### src/core/fmcr_defines.svh
// offsets, field positions and reset values of the flash mode control block
`ifndef FMCR_DEFINES_SVH
`define FMCR_DEFINES_SVH

`define FMCR_CTRL_OFFSET      12'h000
`define FMCR_OBS_OFFSET       12'h004

`define FMCR_BIT_HW_PERMIT    7
`define FMCR_BIT_SW_PERMIT    6
`define FMCR_BIT_ERASE_SETUP  5
`define FMCR_BIT_PROG_SETUP   4
`define FMCR_BIT_ERASE_CHECK  3
`define FMCR_BIT_PROG_CHECK   2
`define FMCR_BIT_ERASE        1
`define FMCR_BIT_PROG         0

`define FMCR_RESET_HW_HIGH    8'h80
`define FMCR_RESET_HW_LOW     8'h00
`define FMCR_WRITABLE_MASK    8'h7f

`endif

### src/core/fmcr_pkg.sv
// types shared by the flash mode control block
package fmcr_pkg;

   typedef enum logic [2:0] {
      FMCR_MODE_READ        = 3'h0,
      FMCR_MODE_PROG_CHECK  = 3'h1,
      FMCR_MODE_ERASE_CHECK = 3'h2,
      FMCR_MODE_PROG_SETUP  = 3'h3,
      FMCR_MODE_PROG        = 3'h4,
      FMCR_MODE_ERASE_SETUP = 3'h5,
      FMCR_MODE_ERASE       = 3'h6,
      FMCR_MODE_PERMIT      = 3'h7
   } fmcr_mode_t;

endpackage

### src/core/fmcr_write_gate.sv
// per-bit write permission for the mode control register
`include "fmcr_defines.svh"

module fmcr_write_gate #(
   parameter int WIDTH = 8
) (
   input  wire logic [WIDTH-1:0] i_cur,
   input  wire logic [WIDTH-1:0] i_wdata,
   input  wire logic             i_hw_permit,
   output logic      [WIDTH-1:0] o_next
);

   initial begin
      if (WIDTH != 8) begin
         $error("fmcr_write_gate: WIDTH must be 8");
      end
   end

   logic [WIDTH-1:0] allow;

   always_comb begin
      allow = '0;
      allow[`FMCR_BIT_SW_PERMIT]   = i_hw_permit;
      allow[`FMCR_BIT_ERASE_SETUP] = i_hw_permit
                                     & i_cur[`FMCR_BIT_SW_PERMIT];
      allow[`FMCR_BIT_PROG_SETUP]  = i_hw_permit
                                     & i_cur[`FMCR_BIT_SW_PERMIT];
      allow[`FMCR_BIT_ERASE_CHECK] = i_hw_permit
                                     & i_cur[`FMCR_BIT_SW_PERMIT];
      allow[`FMCR_BIT_PROG_CHECK]  = i_hw_permit
                                     & i_cur[`FMCR_BIT_SW_PERMIT];
      allow[`FMCR_BIT_ERASE]       = i_hw_permit
                                     & i_cur[`FMCR_BIT_SW_PERMIT]
                                     & i_cur[`FMCR_BIT_ERASE_SETUP];
      allow[`FMCR_BIT_PROG]        = i_hw_permit
                                     & i_cur[`FMCR_BIT_SW_PERMIT]
                                     & i_cur[`FMCR_BIT_PROG_SETUP];
   end

   // bit 7 is never stored; it mirrors the pin
   assign o_next = (i_wdata & allow) | (i_cur & ~allow
                   & `FMCR_WRITABLE_MASK);

endmodule // fmcr_write_gate

### src/core/fmcr_top.sv
// flash mode control register with apb slave
`include "fmcr_defines.svh"

// Notes on behaviour
// - eight-bit register: hw permit, sw permit, setups, checks, erase, program.
// - bit 7 is read-only and mirrors the hardware permit pin.
// - reset or standby gives 80 with pin high, 00 with low.
// - sw permit write taken only while hw permit reads 1.
// - setup and check bits written only with both permits at 1.
// - erase bit written only with both permits and erase setup.
// - program bit written only with both permits and program setup.
// - check modes entered by sw permit first, then a check bit.
// - program entered by permit, program setup, then program bit.
// - erase entered by permit, erase setup, then erase bit.
// - flash disabled: register reads 00 and writes are dropped.
// - check, erase and program bits select a mode; program wins, then erase, program check, erase check.
// - sw permit enables program and erase; needs hw permit.
module fmcr_top #(
   parameter int ADDR_W = 12
) (
   input  wire logic              i_ref_clk,
   input  wire logic              i_rst_b,
   input  wire logic              i_hw_permit_pin,
   input  wire logic              i_standby,
   input  wire logic              i_flash_enable,
   input  wire logic              i_psel,
   input  wire logic              i_penable,
   input  wire logic              i_pwrite,
   input  wire logic [ADDR_W-1:0] i_paddr,
   input  wire logic [31:0]       i_pwdata,
   input  wire logic [3:0]        i_pstrb,
   output logic      [31:0]       o_prdata,
   output logic                   o_pready,
   output logic                   o_pslverr,
   output logic                   o_sw_permit,
   output logic                   o_prog_mode,
   output logic                   o_erase_mode,
   output logic                   o_prog_check_mode,
   output logic                   o_erase_check_mode,
   output logic                   o_prog_setup,
   output logic                   o_erase_setup,
   output fmcr_pkg::fmcr_mode_t   o_mode
);

   initial begin
      if (ADDR_W < 3 || ADDR_W > 32) begin
         $error("fmcr_top: ADDR_W must be 3 to 32");
      end
   end

   ////////////////////////////////////////////////////////////////////////
   // register state

   logic [7:0]           ctrl_q;
   logic [7:0]           ctrl_d;
   logic [7:0]           gated;
   logic [31:0]          rdata_q;
   logic [31:0]          rdata_d;
   logic                 ready_q;
   logic                 ready_d;
   logic                 err_q;
   logic                 err_d;
   fmcr_pkg::fmcr_mode_t mode_q;
   fmcr_pkg::fmcr_mode_t mode_d;
   logic                 setup;
   logic                 hit_ctrl;
   logic                 hit_obs;
   logic                 wr_ok;

   assign setup    = i_psel & ~i_penable;
   assign hit_ctrl = i_paddr == ADDR_W'(`FMCR_CTRL_OFFSET);
   assign hit_obs  = i_paddr == ADDR_W'(`FMCR_OBS_OFFSET);
   // byte lane 0 carries the register
   assign wr_ok    = setup & i_pwrite & hit_ctrl & i_pstrb[0]
                     & i_flash_enable;

   fmcr_write_gate #(
      .WIDTH (8)
   ) u_gate (
      .i_cur       (ctrl_q),
      .i_wdata     (i_pwdata[7:0]),
      .i_hw_permit (i_hw_permit_pin),
      .o_next      (gated)
   );

   always_comb begin
      ctrl_d = ctrl_q;
      if (i_standby || !i_hw_permit_pin) begin
         // writable bits cleared; bit 7 comes from the pin
         ctrl_d = 8'h00;
      end else if (wr_ok) begin
         ctrl_d = gated;
      end
      ctrl_d[`FMCR_BIT_HW_PERMIT] = 1'b0;
   end

   ////////////////////////////////////////////////////////////////////////
   // apb answer: no wait state, answer registered

   always_comb begin
      ready_d = 1'b0;
      err_d   = 1'b0;
      rdata_d = 32'h0000_0000;
      if (setup) begin
         ready_d = 1'b1;
         err_d   = ~(hit_ctrl | hit_obs)
                   | (i_pwrite & hit_obs);
         if (!i_pwrite && i_flash_enable) begin
            if (hit_ctrl) begin
               // live pin, so the first read after reset is right
               rdata_d[7:0] = {i_hw_permit_pin, ctrl_q[6:0]};
            end else if (hit_obs) begin
               rdata_d[2:0] = mode_q;
            end
         end
      end
   end

   ////////////////////////////////////////////////////////////////////////
   // selected array mode, decoded from the live bits

   always_comb begin
      mode_d = fmcr_pkg::FMCR_MODE_READ;
      if (ctrl_d[`FMCR_BIT_PROG]) begin
         mode_d = fmcr_pkg::FMCR_MODE_PROG;
      end else if (ctrl_d[`FMCR_BIT_ERASE]) begin
         mode_d = fmcr_pkg::FMCR_MODE_ERASE;
      end else if (ctrl_d[`FMCR_BIT_PROG_CHECK]) begin
         mode_d = fmcr_pkg::FMCR_MODE_PROG_CHECK;
      end else if (ctrl_d[`FMCR_BIT_ERASE_CHECK]) begin
         mode_d = fmcr_pkg::FMCR_MODE_ERASE_CHECK;
      end else if (ctrl_d[`FMCR_BIT_PROG_SETUP]) begin
         mode_d = fmcr_pkg::FMCR_MODE_PROG_SETUP;
      end else if (ctrl_d[`FMCR_BIT_ERASE_SETUP]) begin
         mode_d = fmcr_pkg::FMCR_MODE_ERASE_SETUP;
      end else if (ctrl_d[`FMCR_BIT_SW_PERMIT]) begin
         mode_d = fmcr_pkg::FMCR_MODE_PERMIT;
      end
   end

   ////////////////////////////////////////////////////////////////////////
   // registers

   always_ff @(posedge i_ref_clk or negedge i_rst_b) begin
      if (!i_rst_b) begin
         ctrl_q  <= 8'h00;
         mode_q  <= fmcr_pkg::FMCR_MODE_READ;
         rdata_q <= 32'h0000_0000;
         ready_q <= 1'b0;
         err_q   <= 1'b0;
      end else begin
         ctrl_q  <= ctrl_d;
         mode_q  <= mode_d;
         rdata_q <= rdata_d;
         ready_q <= ready_d;
         err_q   <= err_d;
      end
   end

   assign o_prdata           = rdata_q;
   assign o_pready           = ready_q;
   assign o_pslverr          = err_q;
   assign o_sw_permit        = ctrl_q[`FMCR_BIT_SW_PERMIT];
   assign o_prog_mode        = ctrl_q[`FMCR_BIT_PROG];
   assign o_erase_mode       = ctrl_q[`FMCR_BIT_ERASE];
   assign o_prog_check_mode  = ctrl_q[`FMCR_BIT_PROG_CHECK];
   assign o_erase_check_mode = ctrl_q[`FMCR_BIT_ERASE_CHECK];
   assign o_prog_setup       = ctrl_q[`FMCR_BIT_PROG_SETUP];
   assign o_erase_setup      = ctrl_q[`FMCR_BIT_ERASE_SETUP];
   assign o_mode             = mode_q;

endmodule // fmcr_top

### config.mk
export PLATFORM = sky130hd
export DESIGN_NAME = fmcr_top
export DESIGN_NICKNAME = d
export VERILOG_FILES = /design/src/core/fmcr_pkg.sv /design/src/core/fmcr_write_gate.sv /design/src/core/fmcr_top.sv
export VERILOG_INCLUDE_DIRS = /design/src /design/src/core
export SDC_FILE = /design/constraint.sdc
export NUM_CORES = 1
export LEC_CHECK = 0
export ABC_AREA = 1
export ABC_CLOCK_PERIOD_IN_PS = 2180
export BUFFER_PORTS_ARGS = -buffer_cell sky130_fd_sc_hd__buf_2
export CAP_MARGIN = 20
export CORE_UTILIZATION = 40
export CTS_CLUSTER_DIAMETER = 50
export CTS_CLUSTER_SIZE = 30
export DETAILED_ROUTE_END_ITERATION = 8
export PLACE_DENSITY = 0.83
export SETUP_SLACK_MARGIN = 0.4
export SYNTH_ARGS = -nofsm -noshare
export SYNTH_HDL_FRONTEND = slang
export SYNTH_SLANG_ARGS = --single-unit
### constraint.sdc
create_clock -name i_ref_clk -period 2.18 [get_ports i_ref_clk]
set_clock_uncertainty 0.1 [all_clocks]
set_input_delay 0.436 -clock i_ref_clk [delete_from_list [all_inputs] [get_ports i_ref_clk]]
set_output_delay 0.436 -clock i_ref_clk [all_outputs]
set_load 0.005 [all_outputs]
Word-level counts from Yosys, hierarchy flattened

Cells that the tools add are included.

Equal/unequal tests: 1
Muxes and demuxes: 16
Bitwise logic cells: 17
Reduce and logical (&&, ||, !) cells: 5

Operators by type and width:

| operator              | count |
|---|---|
| $mux W3               | 9 |
| $mux W8               | 2 |
| $and A7 B7 Y7         | 2 |
| $mux W7               | 2 |
| $eq A12 B3 Y1 const B | 1 |
| $logic_not A12 Y1     | 1 |
| $and A1 B1 Y1         | 9 |
| $not A7 Y7            | 1 |
| $or A7 B7 Y7          | 1 |
| $mux W5               | 1 |
| $logic_not A1 Y1      | 2 |
| $mux W1               | 2 |
| $not A1 Y1            | 2 |
| $or A1 B1 Y1          | 2 |
| $logic_and A1 B1 Y1   | 1 |
| $logic_or A1 B1 Y1    | 1 |

Register bits after elaboration: 20
Bits of input ports: 56
Output and inout port bits: 44
Word-level logic and storage cells: 44

Depth between registers and ports, before layout

Gate-level depths: netlist of the first run.

Depth after elaboration: 15
Mapped depth: 11
Gate-level depth less buffers: 11

Hierarchy

Synthesis of the first run repeated with hierarchy kept, for this count alone.

Cells, all modules: 167
Area, all modules: 1282.5 sq um

Modules (own cells, without submodules):

| module          | times used | cells an instance | area each (sq um) | sequential area each (sq um) |
|---|---|---|---|---|
| fmcr_top        | 1          | 139               | 1148.6            | 500.5 |
| fmcr_write_gate | 1          | 28                | 133.9             | 0.0 |

Worst setup path before layout of the first run

No wires, ideal clock.

Path kind: input port to flip-flop
Start: input port i_paddr[11]
End: register mode_q[0], in the netlist o_mode[0]
Library setup time: 0.124 ns
Data arrival time: 1.411 ns
Required time: 1.956 ns
Slack: 0.545 ns
Cell stages on the path: 10
Buffers on the path: 0
Path through: nor2_1 nand2_1 nor2_4 nand4_4 inv_1 nand2_1 nand3_1 nand2_1 o21bai_1 a21oi_1

Word-level cells in the longest chain between the ends: 13

Ends and longest elaborated chain:

| element                        | line            | RTL |
|---|---|---|
| start: declaration             | fmcr_top.sv:29  | `input wire logic [ADDR_W-1:0] i_paddr,` |
| $logic_not A12 Y1 (*)          | fmcr_top.sv:71  | `` assign hit_ctrl = i_paddr == ADDR_W'(`FMCR_CTRL_OFFSET); `` |
| $and A1 B1 Y1 (*) (2 in a row) | fmcr_top.sv:74  | `assign wr_ok = setup & i_pwrite & hit_ctrl & i_pstrb[0]` |
| $and A1 B1 Y1 (*)              | fmcr_top.sv:75  | `& i_flash_enable;` |
| $mux W7 (*)                    | fmcr_top.sv:91  | `end else if (wr_ok) begin` |
| $mux W7 (*)                    | fmcr_top.sv:88  | `if (i_standby \|\| !i_hw_permit_pin) begin` |
| $mux W3                        | fmcr_top.sv:136 | `` end else if (ctrl_d[`FMCR_BIT_SW_PERMIT]) begin `` |
| $mux W3                        | fmcr_top.sv:134 | `` end else if (ctrl_d[`FMCR_BIT_ERASE_SETUP]) begin `` |
| $mux W3                        | fmcr_top.sv:132 | `` end else if (ctrl_d[`FMCR_BIT_PROG_SETUP]) begin `` |
| $mux W3                        | fmcr_top.sv:130 | `` end else if (ctrl_d[`FMCR_BIT_ERASE_CHECK]) begin `` |
| $mux W3                        | fmcr_top.sv:128 | `` end else if (ctrl_d[`FMCR_BIT_PROG_CHECK]) begin `` |
| $mux W3                        | fmcr_top.sv:126 | `` end else if (ctrl_d[`FMCR_BIT_ERASE]) begin `` |
| $mux W3 (*)                    | fmcr_top.sv:124 | `` if (ctrl_d[`FMCR_BIT_PROG]) begin `` |
| via mode_d[0]                  | fmcr_top.sv:64  | `fmcr_pkg::fmcr_mode_t mode_d;` |
| end signal: assignment         | fmcr_top.sv:147 | `mode_q <= fmcr_pkg::FMCR_MODE_READ;` |
| end signal: assignment         | fmcr_top.sv:153 | `mode_q <= mode_d;` |
| end: declaration               | fmcr_top.sv:63  | `fmcr_pkg::fmcr_mode_t mode_q;` |

The timed path passes the listed nets; every way through them passes the cells marked *.

Final worst setup path of the first run

Start: input port i_penable
End: register mode_q[0], in the netlist o_mode[0]

Word-level cells in the longest chain between the ends: 15

Ends and longest elaborated chain:

| element                        | line            | RTL |
|---|---|---|
| start: declaration             | fmcr_top.sv:27  | `input wire logic i_penable,` |
| $not A1 Y1 (*)                 | fmcr_top.sv:70  | `assign setup = i_psel & ~i_penable;` |
| $and A1 B1 Y1 (*)              | fmcr_top.sv:70  |  |
| $and A1 B1 Y1 (*) (3 in a row) | fmcr_top.sv:74  |  |
| $and A1 B1 Y1 (*)              | fmcr_top.sv:75  |  |
| $mux W7 (*)                    | fmcr_top.sv:91  |  |
| $mux W7 (*)                    | fmcr_top.sv:88  |  |
| $mux W3                        | fmcr_top.sv:136 |  |
| $mux W3                        | fmcr_top.sv:134 |  |
| $mux W3                        | fmcr_top.sv:132 |  |
| $mux W3                        | fmcr_top.sv:130 |  |
| $mux W3                        | fmcr_top.sv:128 |  |
| $mux W3                        | fmcr_top.sv:126 |  |
| $mux W3 (*)                    | fmcr_top.sv:124 |  |
| via mode_d[0]                  | fmcr_top.sv:64  |  |

Marked as above.

==> impl_summary.log, run 1 <==
INFO  metric ir_drop = 0.339 mV
INFO  metric dp_hpwl = 1710 microns
INFO  metric wl_per_cell = 9.98 microns
INFO  metric nets = 246
INFO  metric die_w = 55.3 microns
INFO  metric fp.dieArea = 3050 sq um
INFO  metric setup_total_negative_slack = 0 ns
INFO  metric setup.worst_path.end_class = flop
INFO  metric reg2regPathDepth = 8
INFO  metric path_delay_family = simple AND/OR/NAND/NOR gates
INFO  metric n_fill_cell = 239
INFO  metric max_cap_viols = 0
INFO  metric slew_viol_final = 0
INFO  metric insertion_delay = 0.30 ns
INFO  metric cts_tree = yes
INFO  metric worst_path_max_delay_cell = sky130_fd_sc_hd__nor2_2
INFO  metric grt.overflow.total = 0
INFO  metric syn_area_per_cell = 8.41 sq um
INFO  metric drc = 0
INFO  metric critical_path.reg2reg.endpoint = o_mode[1]
INFO  metric most-common-layout-cells = sky130_fd_sc_hd__buf_2 (47), sky130_fd_sc_hd__conb_1 (24), sky130_fd_sc_hd__nand2_1 (20), sky130_fd_sc_hd__dfrtp_1 (20), sky130_fd_sc_hd__inv_1 (17)
INFO  metric timing.hold.worst_path_depth = 3
INFO  metric synth.yosys.warnings = 0
INFO  metric numCtsBuffers = 3
INFO  metric wl = 2190 microns
INFO  metric timing.critical_path.buf_inv = 3
INFO  metric post-route-cell-area = 1380 sq um
INFO  metric timing.critical_path.required = 2.27 ns
INFO  metric max_clock_freq = 647 MHz
INFO  metric synth_seq_area_share = 0.441
INFO  metric post_synth_instance_area = 1130 sq um
INFO  metric drive_above_1_share = 0.339
INFO  metric post-route-min-period = 1.54 ns
INFO  metric rows = 18
INFO  metric floorplan.initialDensity = 0.442
INFO  metric synth.lib_cells_used.distinct = 23
INFO  metric finalSetupViolCount = 0
INFO  metric max-clock-path-buffers = 2
INFO  metric first_global_vias = 847
INFO  metric path_class = primary input to flop
INFO  metric cts_num_sinks = 20
INFO  metric crit_path_max_incr_delay = 0.20 ns
INFO  metric power = 0.652 mW
INFO  metric final.period_utilization = 0.709
INFO  metric detail-route-antenna-nets = 0
INFO  metric core-area = 2570 sq um
INFO  metric power_leakage = 0.864 nW
INFO  metric grt_first_pass_wirelength = 3570 microns
INFO  metric cell_by_cell_trace_of_the_critical_path = buf_2 -> inv_1 -> nand2_1 -> nor2_2 -> nand4_4 -> inv_1 -> nand2_1 -> nand3_1 -> nand2_1 -> o21bai_1 -> a21oi_1
INFO  metric numPortBuffers = 47
INFO  metric cts_root_buf = sky130_fd_sc_hd__clkbuf_4
INFO  metric total_track_usage = 0.146
INFO  metric die-height = 55.3 microns
INFO  metric flow.area_growth_from_synthesis = 21.8%
INFO  metric worst_hold_path.endpoint = o_prdata[7]
INFO  metric detail_route.vias_per_cell = 4.39
INFO  metric cts.clk_slew.worst_paths = 0.11 ns
INFO  metric routabilityCongestion = 0.764
INFO  metric routed-via-count = 962
INFO  metric initial_antenna_violation_count = 0
INFO  metric pin_count_of_the_biggest_net_entering_global_routing = 21
INFO  metric crit_path_start_kind = primary input
INFO  metric setup.reg_to_reg.worst_slack = 0.67 ns
INFO  metric top_level_ports = 100
INFO  metric rsz_0062_raised_after_global_routing = false
INFO  metric regToRegStartpoint = ctrl_q[6]
INFO  metric status = finished clean
INFO  metric drt-pass1-iter-count = 4
INFO  metric layout_commonest_cell = sky130_fd_sc_hd__buf_2
INFO  metric maximum_net_fanout_on_the_critical_path = 9
INFO  metric hold_violations = 0
INFO  metric power_density = 471 nW/um^2
INFO  metric critical_path_cell_count = 11
INFO  metric diodes_inserted = 0
INFO  metric synth_cells = 135
INFO  metric critical_path_arrival = 1.64 ns
INFO  metric hold_start = i_hw_permit_pin
INFO  metric critPathMostFrequentCell = sky130_fd_sc_hd__nand2_1
INFO  metric cts_max_level = 1
INFO  metric first_iter_violations = 30
INFO  metric placed_cell_area = 1310 sq um
INFO  metric yosys_register_bits = 20
INFO  metric worst_hold_path_type = primary input to flop
## report_power, final
| part | internal [mW] | switching [mW] | total [mW] |
|---|---|---|---|
| logic | 0.0251 | 0.0380 | 0.0631 |
| registers | 0.373 | 0.000390 | 0.373 |
| clock network | 0.102 | 0.114 | 0.215 |
## timing repair
action,4_1_cts,5_1_grt
endpoints found under the hold margin,20,0
buffers inserted,0,3
resized for setup,0,1
endpoints found under the setup margin,0,2
hold buffers,1,0
## cell usage after synthesis, drive strengths merged
| cell type | number | area (sq um) |
|---|---|---|
| nor3b | 1 | 12.5 |
| o211ai | 1 | 7.51 |
| nor3 | 7 | 35.0 |
| nand2 | 20 | 75.1 |
| o21ai | 1 | 5.00 |
| inv | 17 | 63.8 |
| buf | 24 | 180 |
| nand3b | 2 | 15.0 |
| or2 | 1 | 6.26 |
| conb | 1 | 3.75 |
| nand4 | 4 | 40.0 |
| nand3 | 7 | 40.0 |
| and2 | 2 | 15.0 |
| a21oi | 6 | 33.8 |
| dfrtp | 20 | 500 |
| nor2 | 19 | 86.3 |
| o21bai | 2 | 15.0 |
## routing by layer
layer,vias up,track usage,wire length (microns)
met4,0,0.0643,0
li1,488,-,-
met3,0,0.0328,132
met2,37,0.239,1130
met1,437,0.184,927
met5,-,0,0
## registers in the layout, indices dropped and copies added, names as in the netlist
register,flops
o_pready,1
o_pslverr,1
ctrl_q,7
o_mode,3
o_prdata,8
## tightest hold or removal path, stage by stage
cell and delay [ns]:
sky130_fd_sc_hd__buf_2 0.11, sky130_fd_sc_hd__inv_1 0.06, sky130_fd_sc_hd__nor3_1 0.05
## stage by stage
stage / worst slack, ns / hold WS, ns / cells / utilization
detailed placement: 0.252 / 0.303 / 211 / 0.512
floorplan: 0.545 / 0.0404 / 158 / -
CTS: 0.577 / 0.273 / 216 / 0.530
finish: 0.635 / 0.289 / 219 / 0.538
global placement: 0.241 / 0.298 / 211 / 0.512
global route: 0.435 / 0.286 / 219 / 0.538
## cell families after synthesis
family	Yosys count	share of synthesized area
compound gates	10	0.0540
buf+inv	41	0.215
flops	20	0.441
other cells	1	0.00330
simple gates	63	0.287
## worst max-delay path by stage
stage                     start        end  slack (ns)
floorplan           i_paddr[11]  o_mode[0]        0.55
global placement    i_paddr[11]  o_mode[0]        0.24
detailed placement   i_paddr[9]  o_mode[0]        0.25
CTS                  i_paddr[9]  o_mode[0]        0.58
global route          i_penable  o_mode[0]        0.44
finish                i_penable  o_mode[0]        0.64
## cell type report
| cell class | instances | area (sq um) | area share |
|---|---|---|---|
| Clock buffer | 4 | 36.3 | 0.0262 |
| Inverter | 17 | 63.8 | 0.0462 |
| Tap cell | 30 | 37.5 | 0.0271 |
| Multi-Input combinational cell | 97 | 477 | 0.345 |
| Timing Repair Buffer | 51 | 268 | 0.194 |
| Sequential cell | 20 | 500 | 0.362 |
Note: power is estimated with default switching activity, not from simulation.
==> inputs of run 2 (changes only) <==
- ABC_CLOCK_PERIOD_IN_PS: 2180 -> 1500
- CORE_UTILIZATION: 40 -> 37
- PLACE_DENSITY: 0.83 -> 0.78
- clock period: 2.18 -> 1.5 ns (I/O delays scaled with it)
==> impl_summary.log, run 2 (same netlist as run 1, synthesis figures left out) <==
INFO  metric status = finished, violations left
INFO  metric violations = DRC
INFO  metric core-area = 2830 sq um (+10%)
INFO  metric total_switching_power = 0.234 mW (+54%)
INFO  metric grt.overflow.total = 0 (unchanged)
INFO  metric cts_num_sinks = 20 (unchanged)
INFO  metric floorplan.initialDensity = 0.401 (-0.0409)
INFO  metric slew_viol_final = 0 (unchanged)
INFO  metric cts_root_buf = sky130_fd_sc_hd__clkbuf_4
INFO  metric pwr-share-clk = 0.322 (-0.009)
INFO  metric largest_register_ffs = 8 (unchanged)
INFO  metric seqPwrFrac = 0.556 (-0.016)
INFO  metric worst_hold_path.endpoint = ctrl_q[4]
INFO  metric finalSetupViolCount = 0 (unchanged)
INFO  metric routabilityCongestion = 0.827 (+8.3%)
INFO  metric sw_frac_of_total = 0.240 (+0.00638)
INFO  metric critical_path.reg2reg.endpoint = o_mode[1]
INFO  metric routed-via-count = 1070 (+11%)
INFO  metric cts_tree = yes
INFO  metric insertion_delay = 0.31 ns (about the same)
INFO  metric diodes_inserted = 0 (unchanged)
INFO  metric hold_violations = 0 (unchanged)
INFO  metric die-height = 57.4 microns (+3.8%)
INFO  metric pin_count_of_the_biggest_net_entering_global_routing = 21 (unchanged)
INFO  metric power_report.internal_total = 0.741 mW (+48%)
INFO  metric crit_path_start_kind = flop
INFO  metric flow.area_growth_from_synthesis = 46.1%
INFO  metric timing.hold.worst_path_depth = 3 (unchanged)
INFO  metric power_leakage = 0.985 nW (+14%)
INFO  metric worst_hold_path_type = primary input to flop
INFO  metric critical_path_arrival = 1.64 ns (about the same)
INFO  metric reg2regPathDepth = 10 (+2)
INFO  metric initial_antenna_violation_count = 0 (unchanged)
INFO  metric detail_route.vias_per_cell = 4.42 (+0.66%)
INFO  metric max_clock_freq = 670 MHz
INFO  metric final.period_utilization = 0.995
INFO  metric multi_input_comb_area = 586 sq um (+23%)
INFO  metric final_cell_count_no_fill = 242 (+11%)
INFO  metric power_density = 588 nW/um^2 (+25%)
INFO  metric max-clock-path-buffers = 2 (unchanged)
INFO  metric path_class = flop to flop
INFO  metric rows = 19 (+1)
INFO  metric n_fill_cell = 228 (-4.6%)
INFO  metric first_global_vias = 899 (+6.1%)
INFO  metric ir_drop = 0.211 mV (-38%)
INFO  metric cts.clk_slew.worst_paths = 0.11 ns (about the same)
INFO  metric drive_above_1_share = 0.521 (+0.183)
INFO  metric grt_first_pass_wirelength = 3900 microns (+9.3%)
INFO  metric hold_start = i_pwdata[4]
INFO  metric layout_commonest_cell = sky130_fd_sc_hd__buf_2
INFO  metric setup.reg_to_reg.worst_slack = 0.008 ns (-0.66 ns)
INFO  metric regToRegStartpoint = ctrl_q[6]
INFO  metric drc = 3 (+3)
INFO  metric wl_per_cell = 11.0 microns (+11%)
INFO  metric final_util = 0.586 (+0.0475)
INFO  metric place.detailed.instances = 223 (+5.7%)
INFO  metric post-route-min-period = 1.49 ns
INFO  metric numCtsBuffers = 3 (unchanged)
INFO  metric die_w = 57.4 microns (+3.8%)
INFO  metric fp.dieArea = 3290 sq um (+7.8%)
INFO  metric top_level_ports = 100 (unchanged)
INFO  metric setup.worst_path.end_class = flop
INFO  metric rsz_0062_raised_after_global_routing = true
INFO  metric maximum_net_fanout_on_the_critical_path = 5 (-4)
INFO  metric most-common-layout-cells = sky130_fd_sc_hd__buf_2 (47), sky130_fd_sc_hd__conb_1 (24), sky130_fd_sc_hd__buf_4 (22)
INFO  metric drt-pass1-iter-count = 6 (+2)
INFO  metric wl = 2670 microns (+22%)
INFO  metric dp_hpwl = 1810 microns (+5.8%)
INFO  metric timing.critical_path.required = 1.65 ns (-0.62 ns)
INFO  metric layout.area.seq = 500 sq um (unchanged)
INFO  metric power = 0.975 mW (+50%)
INFO  metric first_iter_violations = 29 (-3.3%)
INFO  metric total_track_usage = 0.157 (+0.0110)
INFO  metric numPortBuffers = 47 (unchanged)
INFO  metric nets = 268 (+8.9%)
INFO  metric cts_max_level = 1 (unchanged)
INFO  metric detail-route-antenna-nets = 0 (unchanged)
INFO  metric max_cap_viols = 0 (unchanged)
INFO  metric power.combinational.fraction = 0.122 (+0.025)
INFO  metric setup_total_negative_slack = 0 ns (unchanged)
-- run 2: changes by cell type in the layout (fill, tap and decap cells not counted), sizes merged --
cell / change
buf: +21
nand4: +1
-- run 2: worst max-delay path: stages (launching register included) --
cell	delay, ns
sky130_fd_sc_hd__dfrtp_1	0.36
sky130_fd_sc_hd__nand2_1	0.07
sky130_fd_sc_hd__inv_2	0.10
sky130_fd_sc_hd__nand4_4	0.17
sky130_fd_sc_hd__nand2_2	0.13
sky130_fd_sc_hd__nand2_2	0.07
sky130_fd_sc_hd__nor2_4	0.16
sky130_fd_sc_hd__nor2_2	0.06
sky130_fd_sc_hd__nand2_1	0.07
sky130_fd_sc_hd__nand2_2	0.05
sky130_fd_sc_hd__a21oi_2	0.10
-- run 2: worst max-delay path by stage --
stage,startpoint,endpoint,slack (ns),cells past startpoint
2_1_floorplan,i_paddr[11],o_mode[1],0.03,11
3_3_place_gp,i_paddr[11],o_mode[1],-0.23,12
3_5_place_dp,i_paddr[11],o_mode[0],-0.26,10
4_1_cts,ctrl_q[6],o_mode[1],0.09,9
5_1_grt,ctrl_q[6],o_mode[1],-0.07,10
6_report,ctrl_q[6],o_mode[1],0.008,10
-- run 2: cell type report --
class,count,area share
Multi-Input combinational cell,98,0.353
Sequential cell,20,0.302
Timing Repair Buffer,72,0.261
Inverter,17,0.0385
Tap cell,31,0.0234
Clock buffer,4,0.0219
-- run 2: per-layer routing --
layer / up-vias / share of wire / global-route usage
met5: - / 0 / 0
met4: 0 / 0.028 / 0.0732
met3: 7 / 0.046 / 0.0159
met2: 46 / 0.53 / 0.296
met1: 481 / 0.40 / 0.176
li1: 536 / - / -
-- run 2: what timing repair did --
item / 4_1_cts / 5_1_grt
endpoints found under the setup margin: 35 / 39
hold endpoints to repair: 20 / 0
hold buffers: 1 / 0
setup buffers: 8 / 5
gates resized for setup: 8 / 16
gates cloned: 1 / 0
pin swaps: 4 / 8
-- run 2: per-stage QoR --
stage / worst slack, ns / instance area [sq um] / hold slack (ns)
detailed placement: -0.260 / 1430 / 0.163
global route: -0.0706 / 1660 / 0.203
floorplan: 0.0275 / 1250 / -0.0956
finish: 0.00812 / 1660 / 0.193
global placement: -0.234 / 1430 / 0.158
CTS: 0.0859 / 1570 / 0.186
-- run 2: power groups by stage --
stage / Sequential, mW / Clock [mW] / Combinational (mW)
2_1_floorplan: 0.553 / 0 / 0.0826
3_3_place_gp: 0.552 / 0 / 0.108
3_5_place_dp: 0.552 / 0 / 0.110
4_1_cts: 0.542 / 0.312 / 0.114
5_1_grt: 0.542 / 0.348 / 0.133
6_report: 0.542 / 0.314 / 0.119
